===== src/logic/olp_pkg.sv =====
package olp_pkg;
	// base timings at 40 MHz
	localparam int unsigned CLK_HZ              = 40_000_000;
	localparam int unsigned BLANK_TIME_MS       = 20;   // overload_blank_time
	localparam int unsigned BLANK_CYCLES        = BLANK_TIME_MS * (CLK_HZ / 1000);
	localparam int unsigned RECOVERY_TIME_MS    = 20;   // fault_recovery_timeout, plain default
	localparam int unsigned RECOVERY_CYCLES     = RECOVERY_TIME_MS * (CLK_HZ / 1000);
	localparam int unsigned SETTLE_TIME_MS      = 1;    // sense_settle_blank_time, plain default
	localparam int unsigned SETTLE_CYCLES       = SETTLE_TIME_MS * (CLK_HZ / 1000);
	localparam int unsigned SOFTSTART_TIME_MS   = 32;   // soft start duration
	localparam int unsigned SOFTSTART_CYCLES    = SOFTSTART_TIME_MS * (CLK_HZ / 1000);
	localparam int unsigned EXT_COUNT_DEF       = 8;    // extended_blank_count, plain default
	localparam int unsigned RESTART_COUNT_DEF   = 8;    // restart_cycle_count, plain default
	localparam int unsigned TIMER_W             = 24;
	localparam int unsigned COUNT_W             = 8;

	// sequencer states
	typedef enum logic [3:0] {
		OLP_SOFTSTART,
		OLP_NORMAL,
		OLP_EXT_DISCH,
		OLP_EXT_CHARGE,
		OLP_PULL_ZERO,
		OLP_WAIT_FINAL,
		OLP_PROT_DISCH,
		OLP_PROT_CHARGE,
		OLP_PROT_SDISCH,
		OLP_SETTLE,
		OLP_WAIT_INPUT
	} olp_state_e;
endpackage : olp_pkg


===== src/logic/olp_sync.sv =====
`timescale 1ns/1ps
// three-stage synchroniser; output changes once stages 1 and 2 agree
module olp_sync (
	input  wire logic clk,
	input  wire logic reset,
	input  wire logic async_in,
	output logic      sync_out
);
	logic [2:0] stage_q;  // stage 0 only feeds stage 1

	// shift chain
	always_ff @(posedge clk) begin
		if (reset) begin
			stage_q <= 3'h0;
		end else begin
			stage_q <= {stage_q[1:0], async_in};
		end
	end

	// filtered level, updates only on agreement
	always_ff @(posedge clk) begin
		if (reset) begin
			sync_out <= 1'b0;
		end else if (stage_q[1] == stage_q[2]) begin
			sync_out <= stage_q[2];
		end
	end
endmodule : olp_sync


===== src/logic/olp_seq.sv =====
`timescale 1ns/1ps
module olp_seq #(
	parameter int unsigned EXT_COUNT     = olp_pkg::EXT_COUNT_DEF,
	parameter int unsigned RESTART_COUNT = olp_pkg::RESTART_COUNT_DEF,
	parameter int unsigned BLANK_CYC     = olp_pkg::BLANK_CYCLES,
	parameter int unsigned RECOVERY_CYC  = olp_pkg::RECOVERY_CYCLES,
	parameter int unsigned SETTLE_CYC    = olp_pkg::SETTLE_CYCLES,
	parameter int unsigned SOFTSTART_CYC = olp_pkg::SOFTSTART_CYCLES
) (
	input  wire logic clk,
	input  wire logic reset,
	input  wire logic fb_above_high,           // feedback_pin above feedback_high_threshold
	input  wire logic fb_below_low,            // feedback_pin at/below feedback_low_threshold
	input  wire logic fb_at_zero,              // feedback_pin pulled to ground
	input  wire logic sense_above_high,        // input_sense_pin above sense_high_threshold
	input  wire logic sense_below_low,         // input_sense_pin at/below sense_low_threshold
	input  wire logic sense_above_on,          // input_sense_pin above input_on_threshold
	output logic      feedback_discharge_switch,
	output logic      sense_discharge_switch,
	output logic      sense_charge_source,
	output logic      hysteresis_source_en,
	output logic      gate_enable,             // both high- and low-side gates
	output logic      min_freq_only,           // oscillator uses minimum charge current only
	output logic      soft_start_active,
	output logic      overload_protection_state
);
	import olp_pkg::*;

	localparam logic [TIMER_W-1:0] BLANK_LAST    = TIMER_W'(BLANK_CYC - 1);
	localparam logic [TIMER_W-1:0] RECOV_LAST    = TIMER_W'(RECOVERY_CYC - 1);
	localparam logic [TIMER_W-1:0] SETTLE_LAST   = TIMER_W'(SETTLE_CYC - 1);
	localparam logic [TIMER_W-1:0] SS_LAST       = TIMER_W'(SOFTSTART_CYC - 1);
	localparam logic [COUNT_W-1:0] EXT_LAST      = COUNT_W'(EXT_COUNT - 1);
	localparam logic [COUNT_W-1:0] RESTART_LAST  = COUNT_W'(RESTART_COUNT - 1);

	// synchronised comparator levels
	logic fbh_s;    // feedback high
	logic fbl_s;    // feedback low
	logic fbz_s;    // feedback zero
	logic snh_s;    // sense high
	logic snl_s;    // sense low
	logic snon_s;   // sense above turn-on

	olp_sync u_sync_fbh  (.clk(clk), .reset(reset), .async_in(fb_above_high),
		.sync_out(fbh_s));
	olp_sync u_sync_fbl  (.clk(clk), .reset(reset), .async_in(fb_below_low),     .sync_out(fbl_s));
	olp_sync u_sync_fbz  (.clk(clk), .reset(reset), .async_in(fb_at_zero),       .sync_out(fbz_s));
	olp_sync u_sync_snh  (.clk(clk), .reset(reset), .async_in(sense_above_high), .sync_out(snh_s));
	olp_sync u_sync_snl  (.clk(clk), .reset(reset), .async_in(sense_below_low),  .sync_out(snl_s));
	olp_sync u_sync_snon (.clk(clk), .reset(reset), .async_in(sense_above_on),   .sync_out(snon_s));

	olp_state_e         state_q;      // sequencer state
	olp_state_e         state_d;
	logic [TIMER_W-1:0] timer_q;      // shared blanking / recovery timer
	logic [TIMER_W-1:0] timer_d;
	logic [COUNT_W-1:0] count_q;      // fault / restart cycle counter
	logic [COUNT_W-1:0] count_d;

	// timer and counter end flags
	wire blank_done  = (timer_q == BLANK_LAST);
	wire recov_done  = (timer_q == RECOV_LAST);
	wire settle_done = (timer_q == SETTLE_LAST);
	wire ss_done     = (timer_q == SS_LAST);
	wire ext_final   = (count_q == EXT_LAST);
	wire rst_final   = (count_q == RESTART_LAST);
	wire timer_inc   = ~&timer_q;     // saturate rather than wrap

	// next-state logic
	always_comb begin
		state_d = state_q;
		timer_d = timer_inc ? timer_q + TIMER_W'(1) : timer_q;
		count_d = count_q;
		unique case (state_q)
			OLP_SOFTSTART: begin
				// feedback high is ignored here; only the ramp timer runs
				if (ss_done) begin
					state_d = OLP_NORMAL;
					timer_d = '0;
				end
			end
			OLP_NORMAL: begin
				// timer counts only while feedback stays high continuously
				if (!fbh_s) begin
					timer_d = '0;
				end else if (blank_done) begin
					state_d = OLP_EXT_DISCH;
					timer_d = '0;
					count_d = '0;
				end
			end
			OLP_EXT_DISCH: begin
				if (fbl_s) begin
					state_d = OLP_EXT_CHARGE;
				end
			end
			OLP_EXT_CHARGE: begin
				if (fbh_s) begin
					count_d = count_q + COUNT_W'(1);
					state_d = ext_final ? OLP_PULL_ZERO : OLP_EXT_DISCH;
				end
			end
			OLP_PULL_ZERO: begin
				if (fbz_s) begin
					state_d = OLP_WAIT_FINAL;
					timer_d = '0;
				end
			end
			OLP_WAIT_FINAL: begin
				if (fbh_s) begin
					state_d = OLP_PROT_DISCH;
					count_d = '0;
				end else if (recov_done) begin
					state_d = OLP_NORMAL;
					timer_d = '0;
					count_d = '0;
				end
			end
			OLP_PROT_DISCH: begin
				if (snl_s) begin
					state_d = OLP_PROT_CHARGE;
				end
			end
			OLP_PROT_CHARGE: begin
				if (snh_s) begin
					state_d = OLP_PROT_SDISCH;
				end
			end
			OLP_PROT_SDISCH: begin
				if (snl_s) begin
					count_d = count_q + COUNT_W'(1);
					if (rst_final) begin
						state_d = OLP_SETTLE;
						timer_d = '0;
					end else begin
						state_d = OLP_PROT_CHARGE;
					end
				end
			end
			OLP_SETTLE: begin
				if (settle_done) begin
					state_d = OLP_WAIT_INPUT;
				end
			end
			OLP_WAIT_INPUT: begin
				// hold off until mains is in range, then restart
				if (snon_s) begin
					state_d = OLP_SOFTSTART;
					timer_d = '0;
					count_d = '0;
				end
			end
		endcase
	end

	// decoded outputs, registered below
	wire in_ext   = (state_q == OLP_EXT_DISCH) || (state_q == OLP_EXT_CHARGE) ||
	                (state_q == OLP_PULL_ZERO) || (state_q == OLP_WAIT_FINAL);
	wire in_prot  = (state_q == OLP_PROT_DISCH) || (state_q == OLP_PROT_CHARGE) ||
	                (state_q == OLP_PROT_SDISCH) || (state_q == OLP_SETTLE) ||
	                (state_q == OLP_WAIT_INPUT);
	wire fb_dis_d = (state_q == OLP_EXT_DISCH) || (state_q == OLP_PULL_ZERO);
	wire sn_dis_d = (state_q == OLP_PROT_DISCH) || (state_q == OLP_PROT_SDISCH);
	wire sn_chg_d = (state_q == OLP_PROT_CHARGE);
	// hysteresis source is off only while the sense pin is used as a timer
	wire hys_d    = !((state_q == OLP_PROT_DISCH) || (state_q == OLP_PROT_CHARGE) ||
	                  (state_q == OLP_PROT_SDISCH));

	// state registers
	always_ff @(posedge clk) begin
		if (reset) begin
			state_q <= OLP_SOFTSTART;
			timer_q <= '0;
			count_q <= '0;
		end else begin
			state_q <= state_d;
			timer_q <= timer_d;
			count_q <= count_d;
		end
	end

	// output flops; they lag the state by one cycle
	always_ff @(posedge clk) begin
		if (reset) begin
			feedback_discharge_switch <= 1'b0;
			sense_discharge_switch    <= 1'b0;
			sense_charge_source       <= 1'b0;
			hysteresis_source_en      <= 1'b1;
			gate_enable               <= 1'b0;
			min_freq_only             <= 1'b0;
			soft_start_active         <= 1'b0;
			overload_protection_state <= 1'b0;
		end else begin
			feedback_discharge_switch <= fb_dis_d;
			sense_discharge_switch    <= sn_dis_d;
			sense_charge_source       <= sn_chg_d;
			hysteresis_source_en      <= hys_d;
			gate_enable               <= !in_prot;
			min_freq_only             <= in_ext;
			soft_start_active         <= (state_q == OLP_SOFTSTART);
			overload_protection_state <= in_prot;
		end
	end
endmodule : olp_seq


===== config.mk =====
export PLATFORM = sky130hd
export DESIGN_NAME = olp_seq
export DESIGN_NICKNAME = d
export VERILOG_FILES = /design/src/logic/olp_pkg.sv /design/src/logic/olp_sync.sv /design/src/logic/olp_seq.sv
export SDC_FILE = /design/constraint.sdc
export NUM_CORES = 1
export LEC_CHECK = 0
export ABC_AREA = 1
export BUFFER_PORTS_ARGS = -buffer_cell sky130_fd_sc_hd__clkbuf_2
export CORE_ASPECT_RATIO = 0.8
export CORE_MARGIN = 10
export CORE_UTILIZATION = 60
export DETAILED_ROUTE_END_ITERATION = 10
export HOLD_SLACK_MARGIN = 0.08
export PLACE_DENSITY = 0.75
export SLEW_MARGIN = 25
export SYNTH_ARGS = -nofsm -noshare
export SYNTH_HDL_FRONTEND = slang
export SYNTH_SLANG_ARGS = --single-unit

===== constraint.sdc =====
create_clock -name clk -period 2.3 [get_ports clk]
set_clock_uncertainty 0.2 [all_clocks]
set_input_delay 0.115 -clock clk [delete_from_list [all_inputs] [get_ports clk]]
set_output_delay 0.115 -clock clk [all_outputs]
set_load 0.01 [all_outputs]

Word level (Yosys, flattened, before mapping)
Cells that the tools add are included.
{ "totals": {"out_inout_bits": 8, "in_bits": 8, "mem_bits_rw": 0, "word_cells": 106, "memories": 0, "latch_bits": 0, "register_bits": 68, "rom_bits": 0} }
{ "op_classes": {"shifts": 0, "muxes": 33, "div_mod_pow": 0, "eq_ne": 32, "order_cmp": 0, "n_reduce_logical": 16, "bitwise": 0, "n_addsub": 2, "mul": 0} }
{ "op_table": {"columns": ["operator", "count"], "rows": [
  ["$mux 24", 9],
  ["$pmux 24 s6", 1],
  ["$mux 4", 14],
  ["$mux 8", 6],
  ["$pmux 4 s11", 1],
  ["$pmux 8 s5", 1],
  ["$add 24x1->24 const B", 1],
  ["$eq 24x16->1 const B", 1],
  ["$eq 24x20->1 const B", 1],
  ["$eq 24x21->1 const B", 1],
  ["$reduce_and 24->1", 1],
  ["$eq 4x3->1 const B", 4],
  ["$ne 2x1->1 const B", 8],
  ["$eq 4x4->1 const B", 3],
  ["$reduce_and 12->1", 1],
  ["$logic_or 1x1->1", 9],
  ["$add 8x1->8 const B", 1],
  ["$eq 4x2->1 const B", 2],
  ["$eq 8x3->1 const B", 1],
  ["$eq 1x1->1", 6],
  ["$ne 2x2->1 const B", 3],
  ["$reduce_and 5->1", 1],
  ["$reduce_bool 5->1", 1],
  ["$eq 4x1->1 const B", 1],
  ["4 further kinds", 5]
]} }

Logic depth before layout (Yosys ltp)
{ "logic_depth": {"word_depth": 6, "ltp_mapped": 12, "ltp_nobuf": 11} }

By module
From an unflattened synthesis, not the netlist that was laid out.
{ "unflattened": {"hier_cells": 510, "area_unflattened_um2": 3343.2} }
{ "by_module_without_submodules": {"columns": ["module", "cells_per_inst", "area_each_um2", "instances", "seq_area_each_um2"], "rows": [
  ["olp_seq", 432, 2615.0, 1, 880.8],
  ["olp_sync", 13, 121.4, 6, 80.1]
]} }

Worst setup path after synthesis
Ideal clock, no wire load.
{ "synth_path": {"path_kind": "register to register", "startpoint": "reg timer_q[0]", "endpoint": "reg timer_q[1]", "required_time_ps": 1983, "setup_time_ps": 117, "setup_slack_ps": 359, "synth_period_minus_slack_ps": 1941, "stages_incl_launch_ff": 12, "t_arrival_ps": 1624, "path_cell_list": "dfxtp_1 -> ha_1 -> nand2_1 -> nor2_2 -> nand2_1 -> nor2_1 -> nor2_1 -> nor2_1 -> nand2_2 -> nand2_4 -> buf_6 -> nor2_1"} }
{ "synth_between": {"elab_chain_cells": 5, "word_cells_on_any_way": 14, "classes_between": "add/sub: 1; eq/ne: 2; mux: 10; reduce/logical: 1"} }
{ "synth_lines": {"columns": ["item", "line", "source"], "rows": [
  ["start: declaration", "olp_seq.sv:54", "logic [TIMER_W-1:0] timer_q;"],
  ["start signal: assignment", "olp_seq.sv:176", "timer_q <= timer_d;"],
  ["$add 24x1->24 / $reduce_and 24->1 (equally long branches)", "olp_seq.sv:71, olp_seq.sv:66", null],
  ["$mux 24", "olp_seq.sv:71", "timer_d = timer_inc ? timer_q + TIMER_W'(1) : timer_q;"],
  ["$mux 24 (on tied branches)", "olp_seq.sv:131, olp_seq.sv:85, olp_seq.sv:112", null],
  ["$mux 24 (on tied branches)", "olp_seq.sv:129, olp_seq.sv:83, olp_seq.sv:109", null],
  ["$pmux 24 s6 *", "olp_seq.sv:73", "unique case (state_q)"]
]} }
Every way passes the cells marked *; elsewhere a longest branch is shown, timed or not.
A chain may end at the register's enable or synchronous reset.

Final worst setup path
{ "layout_path": {"startpoint": "reg timer_q[0]", "endpoint": "reg timer_q[3]"} }
Same word-level chain as after synthesis.

==> impl_metrics.yaml <==
setup_path:
  crit_arrival_ps: 2230
  crit_type: "reg2reg"
  critPathMaxFanout: 7
  start_kind: "register"
  worstSetupEndpointType: "register"
  worstPathRequired_ps: 2340
floorplanning:
  die_h_um: 87.6
  rows: 24
  start_util: 0.624
  ios: 16
  die-width_um: 105
  core_area_um2: 5500
  dieArea_um2: 9160
clocking:
  clock_latency_ps: 350
  cts_tree: "done"
  ctsRootBufferMaster: "clkbuf_8"
  h-tree-depth: 3
  cts.sinks: 68
  clk_pin_slew_ps: 80
  ctsLongestPathBuffers: 2
  cts_made_buffers: 9
run_status:
  status: "completed"
global_routing:
  antenna_found_initial: 0
  grt_start_max_net_pins: 40
  grt_pass1_vias: 3106
  grt_usage: 0.190
  grt_pass1_wl_um: 14200
  grt_overflow: 0
sta:
  layout_min_cycle_time_ps: 2190
  fmax_mhz: 457
  period_share: 0.952
  hold_violations: 0
  rsz0062_at_grt: "no"
  relSlewSlack: 0.691
  maxSlewViolCount: 0
  fin_ws_ps: 111
  worstMarginPinSlew_ps: 461
  setup-violations-final: 0
  fin_tns_setup_ps: 0
pwr:
  switching_share: 0.229
  cell_internal_pwr_uw: 1850
  p_switching_uw: 548
  vdd_drop_max_mv: 0.538
  power_frac_seq: 0.504
  pwr-share-clk: 0.464
  powerDensity_nw_per_um2: 603
  leakage_uw: 0.00175
  finalPower_uw: 2390
  p_comb_frac: 0.033
synthesis:
  netlist_area_um2: 3430
  synthCells: 538
  async_flop_share: 0
  ys_seq_area_frac: 0.397
  synth-simple-area-share: 0.395
  synthXorXnorAreaFrac: 0.0204
  yosys.area.top_type: "dfxtp_1"
  ys_ff_latch: 68
  synth_compound_area_frac: 0.0879
  synth_top_family_by_area: "simple AND/OR/NAND/NOR gates"
  synth_cell_type_count: 31
  synth_top_flop_cell: "dfxtp_1"
  synth_top_area_share: 0.397
  avgSynthCellArea_um2: 6.37
  synth_mux_area_frac: 0
  syn-num-nets: 548
  yosysWarnings: 0
  synth_area_leaders: "dfxtp_1, nor2_1, nand2_1"
  synthAdderAreaFrac: 0.00730
  synth_edf_count: 0
routing:
  dr_total_vias: 3364
  ant_nets: 0
  first_pass_iters: 5
  wl_um: 8230
  drt-wirelength-per-cell_um: 12.5
  drc: 0
  dr.first_iter.drc_count: 337
  vias_per_cell: 5.11
final_layout:
  layout-drive-gt1-share: 0.0931
  mostFrequentLayoutCells: "nor2_1, nand2_1, inv_1, dfxtp_1, nand3_1"
  stdcell_count: 658
  final_core_util: 0.722
  layout_commonest_cell: "nor2_1"
  num_antenna_cells: 0
  area_growth_pct: 15.7
  nNetsFinal: 585
placed_design:
  numPortBuffers: 15
  place.gp.congestion: 0.977
  dp_hpwl_um: 6100
  dp_cells: 629
  dp_slack_ps: 151
run:
  cap_viol_max_count: 0
hold_path:
  min_path_type: "reg2reg"
[cells in the mapped netlist (4+ instances only)]
master,number
xor2_1,4
a21oi_1,22
nand4_1,6
o21ai_0,18
a211oi_1,7
nor3_1,8
inv_1,73
nor2_1,140
nand2_1,122
nand3_1,30
dfxtp_1,68
xnor2_1,4
nor2_2,4
[registers in the layout (all words and copies together), names as in the netlist]
| signal | count |
|---|---|
| timer_q | 24 |
| state_q | 4 |
| gate_enable | 1 |
| feedback_discharge_switch | 1 |
| sense_charge_source | 1 |
| u_sync_snon.sync_out | 1 |
| u_sync_fbz.stage_q | 3 |
| u_sync_fbh.sync_out | 1 |
| u_sync_snh.sync_out | 1 |
| soft_start_active | 1 |
| min_freq_only | 1 |
| u_sync_fbz.sync_out | 1 |
| u_sync_snh.stage_q | 3 |
| u_sync_fbl.sync_out | 1 |
| sense_discharge_switch | 1 |
| hysteresis_source_en | 1 |
| overload_protection_state | 1 |
| count_q | 8 |
| u_sync_fbl.stage_q | 3 |
| u_sync_fbh.stage_q | 3 |
| u_sync_snon.stage_q | 3 |
| u_sync_snl.stage_q | 3 |
| u_sync_snl.sync_out | 1 |
[path summary, 6_finish.rpt]
path	startpoint	endpoint	slack, ps	cells past startpoint
worst max-delay path	timer_q[0]$_SDFF_PP0_	timer_q[3]$_SDFF_PP0_	110	9
worst min register to register	u_sync_fbh.stage_q[0]$_SDFF_PP0_	u_sync_fbh.stage_q[1]$_SDFF_PP0_	200	2
worst max register to register	timer_q[0]$_SDFF_PP0_	timer_q[3]$_SDFF_PP0_	110	9
worst min-delay path	u_sync_fbh.stage_q[0]$_SDFF_PP0_	u_sync_fbh.stage_q[1]$_SDFF_PP0_	200	2
[power groups by stage]
stage	Sequential (uW)	Clock [uW]	Combinational, uW
floorplan	1230	0	41.3
global placement	1230	0	58.1
detailed placement	1230	0	59.5
CTS	1210	1130	75.2
global route	1210	1170	89.3
finish	1210	1110	78.2
[cells by family (layout without fill, tap and decap cells)]
family                     Yosys count  count (layout)
AOI/OAI and AO/OA                   54              54
xor gates and xnor gates             8               8
adders and majority gates            2               2
buffers and inverters               82             124
DFF                                 68              68
and+or+nand+nor                    324             324
[cell type report]
type,count,area (um2)
clock buffers,9,124
clock inverters,7,98.8
fillers,453,1530
inverters,77,289
multi-input cells,388,1770
flip-flops and latches,68,1360
well taps,78,97.6
repair buffers,31,225
[what timing repair did]
action	in CTS	in global routing
endpoints found under the hold margin	20	0
setup endpoints to repair	0	25
gates resized for setup	0	4
setup buffers	0	1
hold buffers	12	0
[metrics by stage]
stage	hold slack, ps	cell area, um2
after global routing	216	3970
after detailed placement	112	3600
final	204	3970
after global placement	110	3600
after CTS	205	3940
after floorplan	22.0	3430
[critical path, stage by stage, from the launching register on]
cell and delay, ps:
dfxtp_1 420, ha_1 230, nand2_1 120, nor2_4 190, nand3_1 140, nor2_1 180
nand2_1 220, nand2_1 170, xor2_1 160, nor2_1 60
[layer usage]
metal | GRT usage | vias to the layer above | part of all wire
li1 | - | 1753 | -
met3 | 0.0521 | 11 | 0.067
met4 | 0.0706 | 0 | 0.013
met2 | 0.300 | 108 | 0.44
met5 | 0 | - | 0
met1 | 0.246 | 1492 | 0.48
Note: power is estimated with default switching activity, not from simulation.
